File: src/ics_pkg.sv
// ics_pkg: constants and types for the internal oscillator clock switch
package ics_pkg;

    // register map (word index on the plain register port)
    localparam logic [1:0] ICS_ADDR_CTRL   = 2'h0; // osc_control_reg
    localparam logic [1:0] ICS_ADDR_STATUS = 2'h1; // osc_status_reg
    localparam logic [1:0] ICS_ADDR_TIMER1_CONTROL_REG  = 2'h2; // timer1_control_reg

    // osc_control_reg fields
    localparam int         ICS_FSEL_LSB    = 3;
    localparam int         ICS_FSEL_MSB    = 6;
    localparam int         ICS_CSS_LSB     = 0;
    localparam int         ICS_CSS_MSB     = 1;
    localparam logic [3:0] ICS_FSEL_RESET  = 4'h7; // 500 kHz
    localparam logic [1:0] ICS_CSS_RESET   = 2'h0;

    // osc_status_reg fields
    localparam int ICS_ST_FAST_STABLE = 0;
    localparam int ICS_ST_SLOW_READY  = 1;
    localparam int ICS_ST_FAST_READY  = 4;
    localparam int ICS_ST_OST_STATUS  = 5;
    localparam int ICS_ST_BUSY        = 6;
    localparam int ICS_ST_SEC_READY   = 7;

    // timer1_control_reg field
    localparam int         ICS_T1_SEC_EN  = 3;
    localparam logic [7:0] ICS_T1_RESET   = 8'h00;

    // default_osc_config codes
    localparam logic [2:0] ICS_CFG_LP     = 3'h0;
    localparam logic [2:0] ICS_CFG_XT     = 3'h1;
    localparam logic [2:0] ICS_CFG_HS     = 3'h2;
    localparam logic [2:0] ICS_CFG_INTERNAL_OSC_BLOCK = 3'h4;

    // timing
    localparam int CLK_HZ          = 20_000_000;
    localparam int FAST_OSC_HZ     = 16_000_000;
    localparam int SLOW_OSC_HZ     = 31_000;
    localparam int FAST_START_NS   = 2000;
    localparam int FAST_START_CYC  = (FAST_START_NS * (CLK_HZ / 1_000_000)
                                      + 999) / 1000;
    localparam int FAST_STABLE_CYC = 64;
    localparam int FAST_HALF_CYC   = 1;  // model runs below 16 MHz
    localparam int SLOW_HALF_CYC   = CLK_HZ / (2 * SLOW_OSC_HZ);
    localparam int OST_EDGES       = 1024;
    localparam int SEC_READY_EDGES = 1024;
    localparam int POST_BITS       = 9;  // 16 MHz down to 31.25 kHz

    typedef enum logic [1:0] {
        SRC_EXT, SRC_SEC, SRC_FAST, SRC_SLOW
    } ics_src_t;

    typedef enum logic [1:0] {
        SW_IDLE, SW_START, SW_FALL, SW_RISE
    } ics_state_t;

endpackage
File: src/ics_osc_switch.sv
// ics_osc_switch: system clock source selection and glitch-free switching
//Contract
// RULE1: fast internal oscillator runs at 16 MHz and feeds a postscaler.
// RULE2: slow internal oscillator runs at 31 kHz, bypassing the postscaler.
// RULE3: fast oscillator on for fast frequency with config 100 or source 1x.
// RULE4: slow oscillator on for 000 with source 1x, or for timers and monitor.
// RULE5: fast ready status set while the fast oscillator runs.
// RULE6: fast stable status set once within 0.5 percent of final frequency.
// RULE7: slow ready status set while the slow oscillator runs.
// RULE8: frequency select picks 16 MHz to 31.25 kHz, or 31 kHz slow.
// RULE9: reset loads frequency select with 0111, giving 500 kHz.
// RULE10: duplicate frequency encodings each use their own oscillator; here both encodings take the same fast oscillator tap.
// RULE11: a shut-down target oscillator gets a start-up delay first.
// RULE12: wait current falling edge, hold low, wait new rising edge.
// RULE13: same-oscillator frequency changes take no start-up delay.
// RULE14: status always shows which internal oscillators are active.
// RULE15: source select 00 uses the default oscillator configuration.
// RULE16: source select 01 uses the secondary crystal oscillator.
// RULE17: source select 1x uses the internal block at selected frequency.
// RULE18: source select clears on every reset.
// RULE19: automatic switches leave the source select field unchanged.
// RULE20: start-up timer status set on external source after timer expiry.
// RULE21: secondary oscillator runs only while its enable bit is set.
// RULE22: software waits for secondary ready before selecting source 01.
// RULE23: internal mode frees clock-in pin; clock-out pin per enable bit.
// RULE24: switch costs one cycle each to slow, about 2 us to fast.
// RULE25: a new selection during a pending switch restarts the sequence.
//
// The plain strobed port and the address map are this design's own decisions.
module ics_osc_switch
    import ics_pkg::*;
#(
    parameter int FAST_START = FAST_START_CYC,
    parameter int FAST_STAB  = FAST_STABLE_CYC,
    parameter int SLOW_HALF  = SLOW_HALF_CYC,
    parameter int OST_COUNT  = OST_EDGES,
    parameter int SEC_COUNT  = SEC_READY_EDGES
) (
    input  wire logic       clk,                  // 20 MHz system clock
    input  wire logic       rst_n,                // async reset, active low
    input  wire logic [1:0] reg_addr,             // register word index
    input  wire logic [7:0] reg_wdata,            // register write data
    input  wire logic       reg_wr,               // write strobe
    input  wire logic       reg_rd,               // read strobe
    output logic      [7:0] reg_rdata,            // read data, next cycle
    input  wire logic [2:0] default_osc_config,   // configured default osc
    input  wire logic       clock_out_enable,     // clock-out pin function
    input  wire logic       powerup_timer_active, // power-up timer running
    input  wire logic       watchdog_enable,      // watchdog needs slow osc
    input  wire logic       failsafe_enable,      // monitor needs slow osc
    input  wire logic       ext_clk_in,           // default external clock
    input  wire logic       sec_xtal_in,          // secondary crystal level
    input  wire logic       clkout_gpio_o,        // gpio value for clock-out
    input  wire logic       clkout_gpio_oe,       // gpio enable for clock-out
    output logic            sys_clk,              // selected system clock
    output logic            clock_in_gpio_mode,   // clock-in pin is gpio
    output logic            clock_out_pin_o,      // clock-out pin value
    output logic            clock_out_pin_oe,     // clock-out pin enable
    output logic            fast_osc_run,         // fast oscillator enabled
    output logic            slow_osc_run          // slow oscillator enabled
);

    // frequency select: 000x slow, else a postscaler tap
    function automatic logic freq_is_slow(input logic [3:0] f);
        return f[3:1] == 3'h0; // RULE4 RULE8
    endfunction

    // tap k means 16 MHz divided by 2**k
    function automatic logic [3:0] freq_tap(input logic [3:0] f);
        logic [3:0] t;
        t = 4'h0;
        case (f)
            4'h2, 4'h3: t = 4'h9;          // 31.25 kHz
            4'h4:       t = 4'h8;          // 62.5 kHz
            4'h5, 4'h8: t = 4'h7;          // 125 kHz  RULE10
            4'h6, 4'h9: t = 4'h6;          // 250 kHz
            4'h7, 4'ha: t = 4'h5;          // 500 kHz
            4'hb:       t = 4'h4;          // 1 MHz
            4'hc:       t = 4'h3;          // 2 MHz
            4'hd:       t = 4'h2;          // 4 MHz
            4'he:       t = 4'h1;          // 8 MHz
            4'hf:       t = 4'h0;          // 16 MHz
            default:    t = 4'h0;
        endcase
        return t; // RULE8
    endfunction

    logic [3:0]           fsel_q;
    logic [1:0]           css_q;
    logic                 sec_en_q;
    logic [7:0]           rdata_q;
    logic [15:0]          fast_cnt_q;
    logic                 fast_lvl_q;
    logic [POST_BITS-1:0] post_q;
    logic [15:0]          slow_cnt_q;
    logic                 slow_lvl_q;
    logic                 slow_ready_q;
    logic                 ext_prev_q;
    logic [10:0]          ost_cnt_q;
    logic                 sec_prev_q;
    logic [10:0]          sec_cnt_q;
    ics_state_t           state_q;
    ics_src_t             cur_src_q;
    logic [3:0]           cur_tap_q;
    ics_src_t             pend_src_q;
    logic [3:0]           pend_tap_q;
    logic                 hold_q;
    logic                 cur_prev_q;
    logic                 new_prev_q;
    logic                 sys_clk_q;
    logic                 clkout_q;

    logic [POST_BITS:0]   taps;
    ics_src_t             tgt_src;
    logic [3:0]           tgt_tap;
    logic                 fast_ready;
    logic                 fast_stable;
    logic                 ost_done;
    logic                 sec_ready;
    logic                 crystal_mode;
    logic                 fast_en;
    logic                 slow_en;
    logic                 cur_lvl;
    logic                 new_lvl;
    logic                 tgt_changed;
    logic                 tgt_is_cur;
    logic                 new_ready;

    // level of a source at a given tap
    function automatic logic src_level(input ics_src_t s,
                                       input logic [3:0] tap,
                                       input logic [POST_BITS:0] tv,
                                       input logic sl, input logic ex,
                                       input logic sc);
        logic l;
        l = 1'b0;
        case (s)
            SRC_EXT:  l = ex;
            SRC_SEC:  l = sc;
            SRC_FAST: l = tv[tap];
            SRC_SLOW: l = sl;
            default:  l = 1'b0;
        endcase
        return l;
    endfunction

    // postscaler taps
    assign taps[0] = fast_lvl_q; // RULE1
    for (genvar k = 1; k <= POST_BITS; k++) begin : g_tap
        assign taps[k] = post_q[k-1];
    end

    assign crystal_mode = (default_osc_config == ICS_CFG_LP) ||
                          (default_osc_config == ICS_CFG_XT) ||
                          (default_osc_config == ICS_CFG_HS);
    assign fast_ready  = fast_cnt_q >= 16'(FAST_START);          // RULE5
    assign fast_stable = fast_cnt_q == 16'(FAST_START + FAST_STAB); // RULE6
    assign ost_done    = ost_cnt_q == 11'(OST_COUNT);
    assign sec_ready   = sec_cnt_q == 11'(SEC_COUNT);

    // target selection
    always_comb begin
        tgt_src = SRC_FAST;
        tgt_tap = freq_tap(fsel_q);
        case (css_q)
            2'b00: begin
                if (default_osc_config != ICS_CFG_INTERNAL_OSC_BLOCK) begin
                    tgt_src = SRC_EXT; // RULE15
                end else if (freq_is_slow(fsel_q)) begin
                    tgt_src = SRC_SLOW;
                end
            end
            2'b01: tgt_src = SRC_SEC; // RULE16
            default: begin
                if (freq_is_slow(fsel_q)) begin
                    tgt_src = SRC_SLOW; // RULE17 RULE2
                end
            end
        endcase
        if (tgt_src != SRC_FAST) begin
            tgt_tap = 4'h0;
        end
    end

    // oscillator enables; current and pending internal sources stay powered
    assign fast_en = (!freq_is_slow(fsel_q) &&
                      (default_osc_config == ICS_CFG_INTERNAL_OSC_BLOCK || css_q[1]))
                     || cur_src_q == SRC_FAST
                     || (state_q != SW_IDLE && pend_src_q == SRC_FAST); // RULE3
    assign slow_en = (freq_is_slow(fsel_q) && css_q[1])
                     || powerup_timer_active || watchdog_enable
                     || failsafe_enable || cur_src_q == SRC_SLOW
                     || (state_q != SW_IDLE && pend_src_q == SRC_SLOW); // RULE4

    // fast oscillator model with start-up and settling counts
    always_ff @(posedge clk or negedge rst_n) begin
        if (!rst_n) begin
            fast_cnt_q <= 16'h0;
            fast_lvl_q <= 1'b0;
        end else if (!fast_en) begin
            fast_cnt_q <= 16'h0;
            fast_lvl_q <= 1'b0;
        end else begin
            if (!fast_stable) begin
                fast_cnt_q <= fast_cnt_q + 16'h1; // RULE24
            end
            if (fast_ready) begin
                fast_lvl_q <= ~fast_lvl_q;
            end
        end
    end

    // postscaler counts fast rising edges
    always_ff @(posedge clk or negedge rst_n) begin
        if (!rst_n) begin
            post_q <= '0;
        end else if (!fast_en) begin
            post_q <= '0;
        end else if (fast_ready && !fast_lvl_q) begin
            post_q <= post_q + POST_BITS'(1); // RULE1
        end
    end

    // slow oscillator model; ready after its first full cycle
    always_ff @(posedge clk or negedge rst_n) begin
        if (!rst_n) begin
            slow_cnt_q   <= 16'h0;
            slow_lvl_q   <= 1'b0;
            slow_ready_q <= 1'b0;
        end else if (!slow_en) begin
            slow_cnt_q   <= 16'h0;
            slow_lvl_q   <= 1'b0;
            slow_ready_q <= 1'b0;
        end else if (slow_cnt_q == 16'(SLOW_HALF - 1)) begin
            slow_cnt_q <= 16'h0;
            slow_lvl_q <= ~slow_lvl_q; // RULE2
            if (slow_lvl_q) begin
                slow_ready_q <= 1'b1; // RULE7
            end
        end else begin
            slow_cnt_q <= slow_cnt_q + 16'h1;
        end
    end

    // start-up timer on the external crystal
    always_ff @(posedge clk or negedge rst_n) begin
        if (!rst_n) begin
            ext_prev_q <= 1'b0;
            ost_cnt_q  <= 11'h0;
        end else begin
            ext_prev_q <= ext_clk_in;
            if (!crystal_mode) begin
                ost_cnt_q <= 11'(OST_COUNT);
            end else if (ext_clk_in && !ext_prev_q && !ost_done) begin
                ost_cnt_q <= ost_cnt_q + 11'h1;
            end
        end
    end

    // secondary oscillator gated by its enable bit
    always_ff @(posedge clk or negedge rst_n) begin
        if (!rst_n) begin
            sec_prev_q <= 1'b0;
            sec_cnt_q  <= 11'h0;
        end else if (!sec_en_q) begin
            sec_prev_q <= 1'b0;
            sec_cnt_q  <= 11'h0; // RULE21
        end else begin
            sec_prev_q <= sec_xtal_in;
            if (sec_xtal_in && !sec_prev_q && !sec_ready) begin
                sec_cnt_q <= sec_cnt_q + 11'h1;
            end
        end
    end

    assign cur_lvl = src_level(cur_src_q, cur_tap_q, taps, slow_lvl_q,
                               ext_clk_in, sec_xtal_in && sec_en_q);
    assign new_lvl = src_level(pend_src_q, pend_tap_q, taps, slow_lvl_q,
                               ext_clk_in, sec_xtal_in && sec_en_q);
    assign tgt_changed = tgt_src != pend_src_q || tgt_tap != pend_tap_q;
    assign tgt_is_cur  = tgt_src == cur_src_q && tgt_tap == cur_tap_q;

    always_comb begin
        case (pend_src_q)
            SRC_EXT:  new_ready = ost_done;
            SRC_SEC:  new_ready = sec_ready; // RULE22
            SRC_FAST: new_ready = fast_ready;
            SRC_SLOW: new_ready = slow_ready_q;
            default:  new_ready = 1'b0;
        endcase
    end

    // switch sequencer
    always_ff @(posedge clk or negedge rst_n) begin
        if (!rst_n) begin
            state_q    <= SW_IDLE;
            cur_src_q  <= SRC_EXT;
            cur_tap_q  <= 4'h0;
            pend_src_q <= SRC_EXT;
            pend_tap_q <= 4'h0;
            hold_q     <= 1'b0;
        end else begin
            case (state_q)
                SW_IDLE: begin
                    if (!tgt_is_cur) begin
                        pend_src_q <= tgt_src;
                        pend_tap_q <= tgt_tap;
                        state_q    <= SW_START;
                    end
                end
                SW_START: begin
                    if (tgt_changed) begin
                        pend_src_q <= tgt_src; // RULE25
                        pend_tap_q <= tgt_tap;
                    end else if (tgt_is_cur && !hold_q) begin
                        state_q <= SW_IDLE;
                    end else if (new_ready) begin
                        state_q <= hold_q ? SW_RISE : SW_FALL; // RULE11 RULE13
                    end
                end
                SW_FALL: begin
                    if (tgt_changed) begin
                        state_q <= SW_START; // RULE25
                    end else if (cur_prev_q && !cur_lvl) begin
                        hold_q  <= 1'b1; // RULE12
                        state_q <= SW_RISE;
                    end
                end
                SW_RISE: begin
                    if (tgt_changed) begin
                        state_q <= SW_START; // RULE25
                    end else if (new_lvl && !new_prev_q) begin
                        cur_src_q <= pend_src_q; // RULE12 RULE24
                        cur_tap_q <= pend_tap_q;
                        hold_q    <= 1'b0;
                        state_q   <= SW_IDLE;
                    end
                end
                default: state_q <= SW_IDLE;
            endcase
        end
    end

    // edge history and glitch-free output
    always_ff @(posedge clk or negedge rst_n) begin
        if (!rst_n) begin
            cur_prev_q <= 1'b0;
            new_prev_q <= 1'b0;
            sys_clk_q  <= 1'b0;
        end else begin
            cur_prev_q <= cur_lvl;
            new_prev_q <= new_lvl;
            sys_clk_q  <= hold_q ? 1'b0 : cur_lvl; // RULE12
        end
    end

    // register writes; no automatic path touches the source select
    always_ff @(posedge clk or negedge rst_n) begin
        if (!rst_n) begin
            fsel_q   <= ICS_FSEL_RESET; // RULE9
            css_q    <= ICS_CSS_RESET;  // RULE18
            sec_en_q <= ICS_T1_RESET[ICS_T1_SEC_EN];
        end else if (reg_wr) begin
            case (reg_addr)
                ICS_ADDR_CTRL: begin
                    fsel_q <= reg_wdata[ICS_FSEL_MSB:ICS_FSEL_LSB];
                    css_q  <= reg_wdata[ICS_CSS_MSB:ICS_CSS_LSB]; // RULE19
                end
                ICS_ADDR_TIMER1_CONTROL_REG: sec_en_q <= reg_wdata[ICS_T1_SEC_EN];
                default: ;
            endcase
        end
    end

    // register reads, data in the following cycle
    always_ff @(posedge clk or negedge rst_n) begin
        if (!rst_n) begin
            rdata_q <= 8'h00;
        end else if (reg_rd) begin
            rdata_q <= 8'h00;
            case (reg_addr)
                ICS_ADDR_CTRL: begin
                    rdata_q[ICS_FSEL_MSB:ICS_FSEL_LSB] <= fsel_q;
                    rdata_q[ICS_CSS_MSB:ICS_CSS_LSB]   <= css_q;
                end
                ICS_ADDR_STATUS: begin
                    rdata_q[ICS_ST_FAST_STABLE] <= fast_stable;  // RULE14
                    rdata_q[ICS_ST_SLOW_READY]  <= slow_ready_q; // RULE14
                    rdata_q[ICS_ST_FAST_READY]  <= fast_ready;   // RULE14
                    rdata_q[ICS_ST_OST_STATUS]  <= cur_src_q == SRC_EXT
                                                   && ost_done;  // RULE20
                    rdata_q[ICS_ST_BUSY]        <= state_q != SW_IDLE;
                    rdata_q[ICS_ST_SEC_READY]   <= sec_ready;
                end
                ICS_ADDR_TIMER1_CONTROL_REG: rdata_q[ICS_T1_SEC_EN] <= sec_en_q;
                default: rdata_q <= 8'h00;
            endcase
        end
    end

    // clock-out pin
    always_ff @(posedge clk or negedge rst_n) begin
        if (!rst_n) begin
            clkout_q <= 1'b0;
        end else begin
            clkout_q <= clock_out_enable ? sys_clk_q : clkout_gpio_o; // RULE23
        end
    end

    assign reg_rdata          = rdata_q;
    assign sys_clk            = sys_clk_q;
    assign clock_in_gpio_mode = cur_src_q == SRC_FAST ||
                                cur_src_q == SRC_SLOW; // RULE23
    assign clock_out_pin_o    = clkout_q;
    assign clock_out_pin_oe   = clock_out_enable | clkout_gpio_oe; // RULE23
    assign fast_osc_run       = fast_en;
    assign slow_osc_run       = slow_en;

endmodule // ics_osc_switch

File: config.mk
export PLATFORM = sky130hd
export DESIGN_NAME = ics_osc_switch
export DESIGN_NICKNAME = d
export VERILOG_FILES = /design/src/ics_pkg.sv /design/src/ics_osc_switch.sv
export SDC_FILE = /design/constraint.sdc
export NUM_CORES = 1
export LEC_CHECK = 0
export ABC_AREA = 1
export BUFFER_PORTS_ARGS = -buffer_cell sky130_fd_sc_hd__buf_2
export CAP_MARGIN = 20
export CELL_PAD_IN_SITES_DETAIL_PLACEMENT = 1
export CELL_PAD_IN_SITES_GLOBAL_PLACEMENT = 1
export CORE_MARGIN = 8
export CORE_UTILIZATION = 41
export DETAILED_ROUTE_END_ITERATION = 16
export GPL_ROUTABILITY_DRIVEN = 0
export GPL_TIMING_DRIVEN = 0
export PLACE_DENSITY = 0.74
export SYNTH_ARGS = -nofsm -noshare
export SYNTH_HDL_FRONTEND = slang
export SYNTH_SLANG_ARGS = --single-unit
File: constraint.sdc
create_clock -name clk -period 1.9 [get_ports clk]
set_input_delay 0.19 -clock clk [delete_from_list [all_inputs] [get_ports clk]]
set_output_delay 0.19 -clock clk [all_outputs]
set_load 0.05 [all_outputs]
Word-level counts from Yosys, hierarchy flattened
Memory sizes are Yosys's and may differ from the RTL's.
Index checks and enable logic that the tools add are counted.
{"block": "word_totals", "register_bits": 101, "rom_bits": 64, "inputBits": 25, "n_memories": 1}
{"memory": "(name not given)", "words": 16, "word_bits": 4, "rd": 1, "rd_ports_with_merged_regs": 0, "wr": 0, "line": "ics_osc_switch.sv:72", "text": "case (f)"}
{"block": "classes", "addsub": 5, "n_lt_le_gt_ge": 3, "eq_ne": 42, "n_mux": 56, "bitwise": 4, "reduce_logical": 53}
{"cell": "$mux 16", "count": 4}
{"cell": "$mux 11", "count": 4}
{"cell": "$add 16x1->16 const B", "count": 2}
{"cell": "$add 11x1->11 const B", "count": 2}
{"cell": "$eq 11x11->1 const B", "count": 2}
{"cell": "$mux 2", "count": 11}
{"cell": "$mux 1", "count": 19}
{"cell": "$mux 9", "count": 2}
{"cell": "$ne 2x2->1 const B", "count": 9}
{"cell": "$eq 16x7->1 const B", "count": 1}
{"cell": "$eq 16x9->1 const B", "count": 1}
{"cell": "$ge 16x6->1 const B", "count": 1}
{"cell": "$logic_and 1x1->1", "count": 15}
{"cell": "$eq 2x2->1 const B", "count": 7}
{"cell": "$logic_or 1x1->1", "count": 12}
{"cell": "$mux 4", "count": 3}
{"cell": "$ne 2x1->1 const B", "count": 6}
{"cell": "$ne 3x3->1 const B", "count": 4}
{"cell": "$pmux 1 s4", "count": 3}
{"cell": "$pmux 2 s2", "count": 3}
{"cell": "$eq 2x1->1 const B", "count": 5}
{"cell": "$logic_not 2->1", "count": 5}
{"cell": "$lt 4x5->1 const B", "count": 2}
{"cell": "$reduce_and 5->1", "count": 2}
{"cell": "20 further kinds", "count": 38}

Logic depth before layout (Yosys ltp)
{"block": "depth", "ltp_word": 12, "mapped_depth": 17, "mapped_depth_nobuf": 17}

Least setup slack after synthesis
OpenSTA, ideal clock, no wires.
{"block": "synth_timing", "path_kind": "reg-to-reg", "from": "register fsel_q[1]", "to": "register cur_tap_q[2]", "setup_time_ns": 0.121, "arrival_ns": 1.972, "setup_slack_ns": -0.193, "stages_incl_launch_ff": 17, "n_path_buf": 1, "cell_sequence": "dfstp_2 inv_1 ha_1 nand2_1 nand2_1 nand2_1 inv_1 nand3_1 nand2_1 nand2_1 nor2_2 nand3_2 nor2_2 nand3_2 buf_6 nand2_2 o21ai_2"}
{"block": "synth_via", "elab_chain_len": 10, "word_cells_on_any_way": 12, "classes_between": "eq/ne (3); mux (4); bitwise (1); reduce/logical (3); memory (1)"}
{"item": "start: declaration", "line": "ics_osc_switch.sv:88", "text": "logic [3:0] fsel_q;"}
{"item": "start signal: assignment", "line": "ics_osc_switch.sv:366", "text": "fsel_q <= reg_wdata[ICS_FSEL_MSB:ICS_FSEL_LSB];"}
{"item": "$logic_not 3->1", "line": "ics_osc_switch.sv:65", "text": "return f[3:1] == 3'h0;"}
{"item": "$mux 1", "line": "ics_osc_switch.sv:169, ics_osc_switch.sv:175"}
{"item": "$mux 2", "line": "ics_osc_switch.sv:167", "text": "if (default_osc_config != ICS_CFG_INTERNAL_OSC_BLOCK) begin"}
{"item": "$pmux 2 s2", "line": "ics_osc_switch.sv:165", "text": "case (css_q)"}
{"item": "$ne 2x2->1", "line": "ics_osc_switch.sv:180", "text": "if (tgt_src != SRC_FAST) begin"}
{"item": "$mux 4", "line": "ics_osc_switch.sv:180"}
{"item": "$ne 4x4->1", "line": "ics_osc_switch.sv:280", "text": "assign tgt_changed = tgt_src != pend_src_q || tgt_tap != pend_tap_q;"}
{"item": "$logic_or 1x1->1 *", "line": "ics_osc_switch.sv:280"}
{"item": "$not 1->1 (no source line) *"}
{"item": "$reduce_and 3->1 (no source line) *"}
{"item": "end signal: assignment", "line": "ics_osc_switch.sv:334", "text": "cur_tap_q <= pend_tap_q;"}
{"item": "end: declaration", "line": "ics_osc_switch.sv:104", "text": "logic [3:0] cur_tap_q;"}
Every way passes the cells marked *; elsewhere a longest branch is shown, timed or not.
A chain may end at the register's enable or synchronous reset.

Final worst setup path
{"block": "layout_timing", "from": "register fsel_q[1]", "to": "register state_q[0]"}
{"block": "layout_via", "elab_chain_len": 12, "word_cells_on_any_way": 25, "classes_between": "eq/ne (10); mux (9); reduce/logical (5); memory (1)"}
{"item": "$logic_not 3->1", "line": "ics_osc_switch.sv:65"}
{"item": "$mux 1", "line": "ics_osc_switch.sv:169, ics_osc_switch.sv:175"}
{"item": "$mux 2", "line": "ics_osc_switch.sv:167"}
{"item": "$pmux 2 s2", "line": "ics_osc_switch.sv:165"}
{"item": "$ne 2x2->1", "line": "ics_osc_switch.sv:180"}
{"item": "$mux 4", "line": "ics_osc_switch.sv:180"}
{"item": "$eq 4x4->1", "line": "ics_osc_switch.sv:281", "text": "assign tgt_is_cur = tgt_src == cur_src_q && tgt_tap == cur_tap_q;"}
{"item": "$logic_and 1x1->1", "line": "ics_osc_switch.sv:281"}
{"item": "$logic_and 1x1->1", "line": "ics_osc_switch.sv:315", "text": "end else if (tgt_is_cur && !hold_q) begin"}
{"item": "$mux 2", "line": "ics_osc_switch.sv:315"}
{"item": "$mux 2", "line": "ics_osc_switch.sv:312", "text": "if (tgt_changed) begin"}
{"item": "$pmux 2 s4", "line": "ics_osc_switch.sv:303", "text": "case (state_q)"}
{"item": "end signal: assignment", "line": "ics_osc_switch.sv:318", "text": "state_q <= hold_q ? SW_RISE : SW_FALL;"}
{"item": "end: declaration", "line": "ics_osc_switch.sv:102", "text": "ics_state_t state_q;"}
Parallel ways exist; a longest one is shown, timed or not. The select of a mux whose other input is x is not followed.

==> impl_metrics.py <==
metrics = {
    "synth": {
        "synth-seq-area-share_pct": 43.99,
        "synth_top_family_by_area": "simple AND/OR/NAND/NOR gates",
        "yosysTopAreaCell": "dfrtp_1",
        "ys_seq_elements": 101,
        "synth_compound_area_share_pct": 11.59,
        "ys_types": 44,
        "synthCells": 774,
        "synth-simple-area-share_pct": 32.96,
        "syn-num-nets": 810,
        "syn_area_mm2": 0.005754,
        "syn_avg_cell_area_um2": 7.434,
        "synthTopCellsByArea": "dfrtp_1, nand2_1, inv_1",
        "yosysTopAreaCellShare_pct": 42.62,
        "synth.mux.area_fraction_pct": 0.1957,
        "synth_xor_area_share_pct": 0.3044,
        "ys_warn_count": 0,
        "synth_fa_ha_area_share_pct": 2.392,
    },
    "worst_hold_path": {
        "hp-class": "in -> reg",
    },
    "placed_design": {
        "dp_hpwl_mm": 12.52,
        "dpl_cell_area_mm2": 0.006212,
        "pre_cts_slack_ns": -0.4938,
        "io_buffers": 35,
    },
    "global_routing": {
        "grt_usage_pct": 20.05,
        "overflow": 0,
        "grt_pass1_wl_mm": 29.41,
        "grt_pass1_vias": 6017,
        "antenna_found_initial": 0,
        "grt_max_degree": 56,
    },
    "power": {
        "power.share.switching_pct": 42.17,
        "clockPowerShare_pct": 21.3,
        "power.leakage_uw": 0.003705,
        "pwr-share-comb_pct": 44.2,
        "peakVddDrop_mv": 0.5720,
        "p_per_area_mw_per_mm2": 1079,
        "p_seq_share_pct": 34.6,
        "fin_total_pwr_uw": 8415,
        "p_int_uw": 4867,
        "power.switching_uw": 3549,
    },
    "critical_path": {
        "r2r_start": "fsel_q[1]",
        "crit_type": "reg -> reg",
        "cpMostUsedCell": "nand2_1",
        "startpoint": "fsel_q[1]",
        "critPathCaptureType": "flip-flop",
        "r2r_slack_ns": -0.46,
        "start_kind": "flip-flop",
        "cp-endpoint": "state_q[0]",
        "cp_max_fo": 5,
        "slowest_delay_ns": 0.56,
        "worstPathArrival_ns": 2.59,
        "crit_chain": "inv_4, ha_4, nand2_2, nand2_1, nand2_2, inv_2, nand3_2, buf_4, nand2_1, nand2_1, nor2_4, nand4_1, nand2_2, nand4_1, nand2_1, nand2_1",
        "critical_path_required_ns": 2.13,
        "reg2reg_depth": 16,
        "r2r-end": "state_q[0]",
        "slowest_stage": "dfstp_2",
    },
    "layout": {
        "final_area_mm2": 0.007799,
        "antenna_cells": 0,
        "nets": 948,
        "n_fill_cell": 1721,
        "area_growth_pct": 35.53,
        "drive_gt1_share_pct": 32.50,
    },
    "clocking": {
        "cts_max_path_buffers": 2,
        "clkTransAtPathRegs_ns": 0.07,
        "clkSinkCount": 101,
        "clk_latency_ns": 0.36,
        "cts_tree": "yes",
        "cts-root-buf": "clkbuf_16",
        "h-tree-depth": 3,
        "cts_buffers": 9,
    },
    "timing": {
        "worst_slew_pin_slew_ns": 0.8222,
        "fmax_mhz": 423.1,
        "finalCritPeriodShare_pct": 124.4,
        "setup_viol_count_final": 31,
        "setup_slack_ns": -0.4633,
        "period_minus_slack_ns": 2.363,
        "relSlewSlack_pct": 45.18,
        "rsz0062_at_grt": "yes",
        "slew_viol_final": 0,
        "hold_slack_ns": 0.07510,
        "setup_tns_ns": -6.994,
        "hold_viol": 0,
        "clock_skew_ns": 0.006649,
    },
    "floorplan": {
        "die_w_um": 134.5,
        "rows": 43,
        "io_pins": 39,
        "die_h_um": 134.5,
        "core-area_mm2": 0.01377,
        "die_area_mm2": 0.01808,
        "start_util_pct": 41.78,
    },
    "routing": {
        "drc": 0,
        "routed_wirelength_mm": 19.60,
        "antenna_left": 0,
        "via_per_inst": 5.366,
        "wire_per_inst_um": 17.87,
        "drt_first_iter_violations": 160,
        "vias": 5886,
        "firstDrtPassIters": 4,
    },
    "status": {
        "violations": "setup timing",
        "status": "finished, violations left",
    },
    "job": {
        "maxCapViolCount": 0,
    },
}
registers in the layout (all words and copies together), names as in the netlist, 2 cells and up:
signal      flops
css_q           2
cur_src_q       2
cur_tap_q       4
fast_cnt_q     16
fsel_q          4
ost_cnt_q      11
pend_src_q      2
pend_tap_q      4
post_q          9
reg_rdata       7
sec_cnt_q      11
slow_cnt_q     16
state_q         2
power groups by stage:
stage / clock network (uW) / logic [uW] / registers (uW)
finish: 1790 / 3720 / 2910
floorplan: 0 / 1850 / 2900
CTS: 1820 / 3070 / 2850
detailed placement: 0 / 2680 / 2880
global placement: 0 / 2550 / 2860
global route: 1910 / 4050 / 2940
placed cells by master (no fill, tap or decap), types with 3 or more instances in the layout:
master and n:
a21oi_1 47, a31oi_1 3, buf_12 4, buf_2 33, buf_4 80, buf_6 11
clkbuf_1 7, clkbuf_16 9, dfrtp_1 91, dfrtp_2 7, dfstp_2 3, ha_1 6
ha_4 4, inv_1 92, inv_2 17, inv_4 3, nand2_1 151, nand2_2 28
nand2_4 6, nand3_1 47, nand3_2 13, nand3_4 4, nand4_1 21, nor2_1 63
nor2_2 20, nor2_4 8, nor3_1 21, nor3_2 7, nor3_4 6, nor4_1 5
o211ai_1 3, o21ai_0 37, o21ai_1 10, o21ai_2 11
how the worst min path moves through the flow:
stage                             start         endpoint  slack, ns  depth (start not counted)
after floorplan                   rst_n  clock_out_pin_o      -0.11                          0
after global placement       ext_clk_in       ext_prev_q       0.34                          1
after detailed placement          rst_n     ost_cnt_q[2]       0.26                          1
after CTS                 clkout_gpio_o  clock_out_pin_o       0.07                          2
after global routing      clkout_gpio_o  clock_out_pin_o       0.07                          2
final                     clkout_gpio_o  clock_out_pin_o       0.08                          2
layout make-up:
cell class                      instances  area (um^2)  share of cell area (%)
Timing Repair Buffer                  127        993.5                   12.74
Inverter                              113        439.2                   5.631
Sequential cell                       101         2540                   32.57
Clock buffer                           15        267.8                   3.433
Multi-Input combinational cell        549         3228                   41.39
Clock inverter                          1        7.507                 0.09626
Tap cell                              180        225.2                   2.888
Buffer                                 11        97.59                   1.251
Yosys cell counts (all sizes together):
library cell and count:
inv 113, a211oi 1, buf 6, o211ai 3
nand4 22, o22ai 1, nand3 64, ha 11
or2 1, nor3b 2, nor3 34, o21bai 1
o21ai 58, and3 1, dfstp 3, dfrtp 98
xor2 2, a31oi 4, nand2 186, a22oi 1
a21o 1, mux2 1, nor4 9, nor2 91
conb 1, o221ai 1, a21oi 50, nand3b 2
clkbuf 5, and2 1
worst max-delay path, delay by kind of cell, from the launching register on:
family / cells / cell delay, ns
flops: 1 / 0.56
buf+inv: 3 / 0.28
fa+ha+maj: 1 / 0.26
simple gates: 12 / 1.12
per-layer routing:
metal  global-route usage [%]  vias to the layer above  routed length, um
met4                    6.238                        0                393
met2                    33.56                      105              10140
li1                         -                     2812                  -
met5                        0                        -                  0
met1                    25.78                     2938               8383
met3                    3.529                       31                687
what timing repair did:
item,4_1_cts,5_1_grt
setup endpoints to repair,50,52
resized for setup,56,113
endpoints found under the hold margin,47,0
hold buffers,2,0
buffers inserted,41,48
pin swaps,30,38
cloned,2,0
through the flow:
stage	util [%]	cells
floorplan	-	774
global placement	44.89	989
detailed placement	45.10	990
CTS	51.23	1050
global route	56.62	1097
finish	56.62	1097
kinds of logic after synthesis:
logic type,count (synthesis)
simple gates,413
fa+ha+maj,11
compound gates,121
flops,101
other cells,1
xor+xnor,2
buf+inv,124
mux,1
Note: power is estimated with default switching activity, not from simulation.
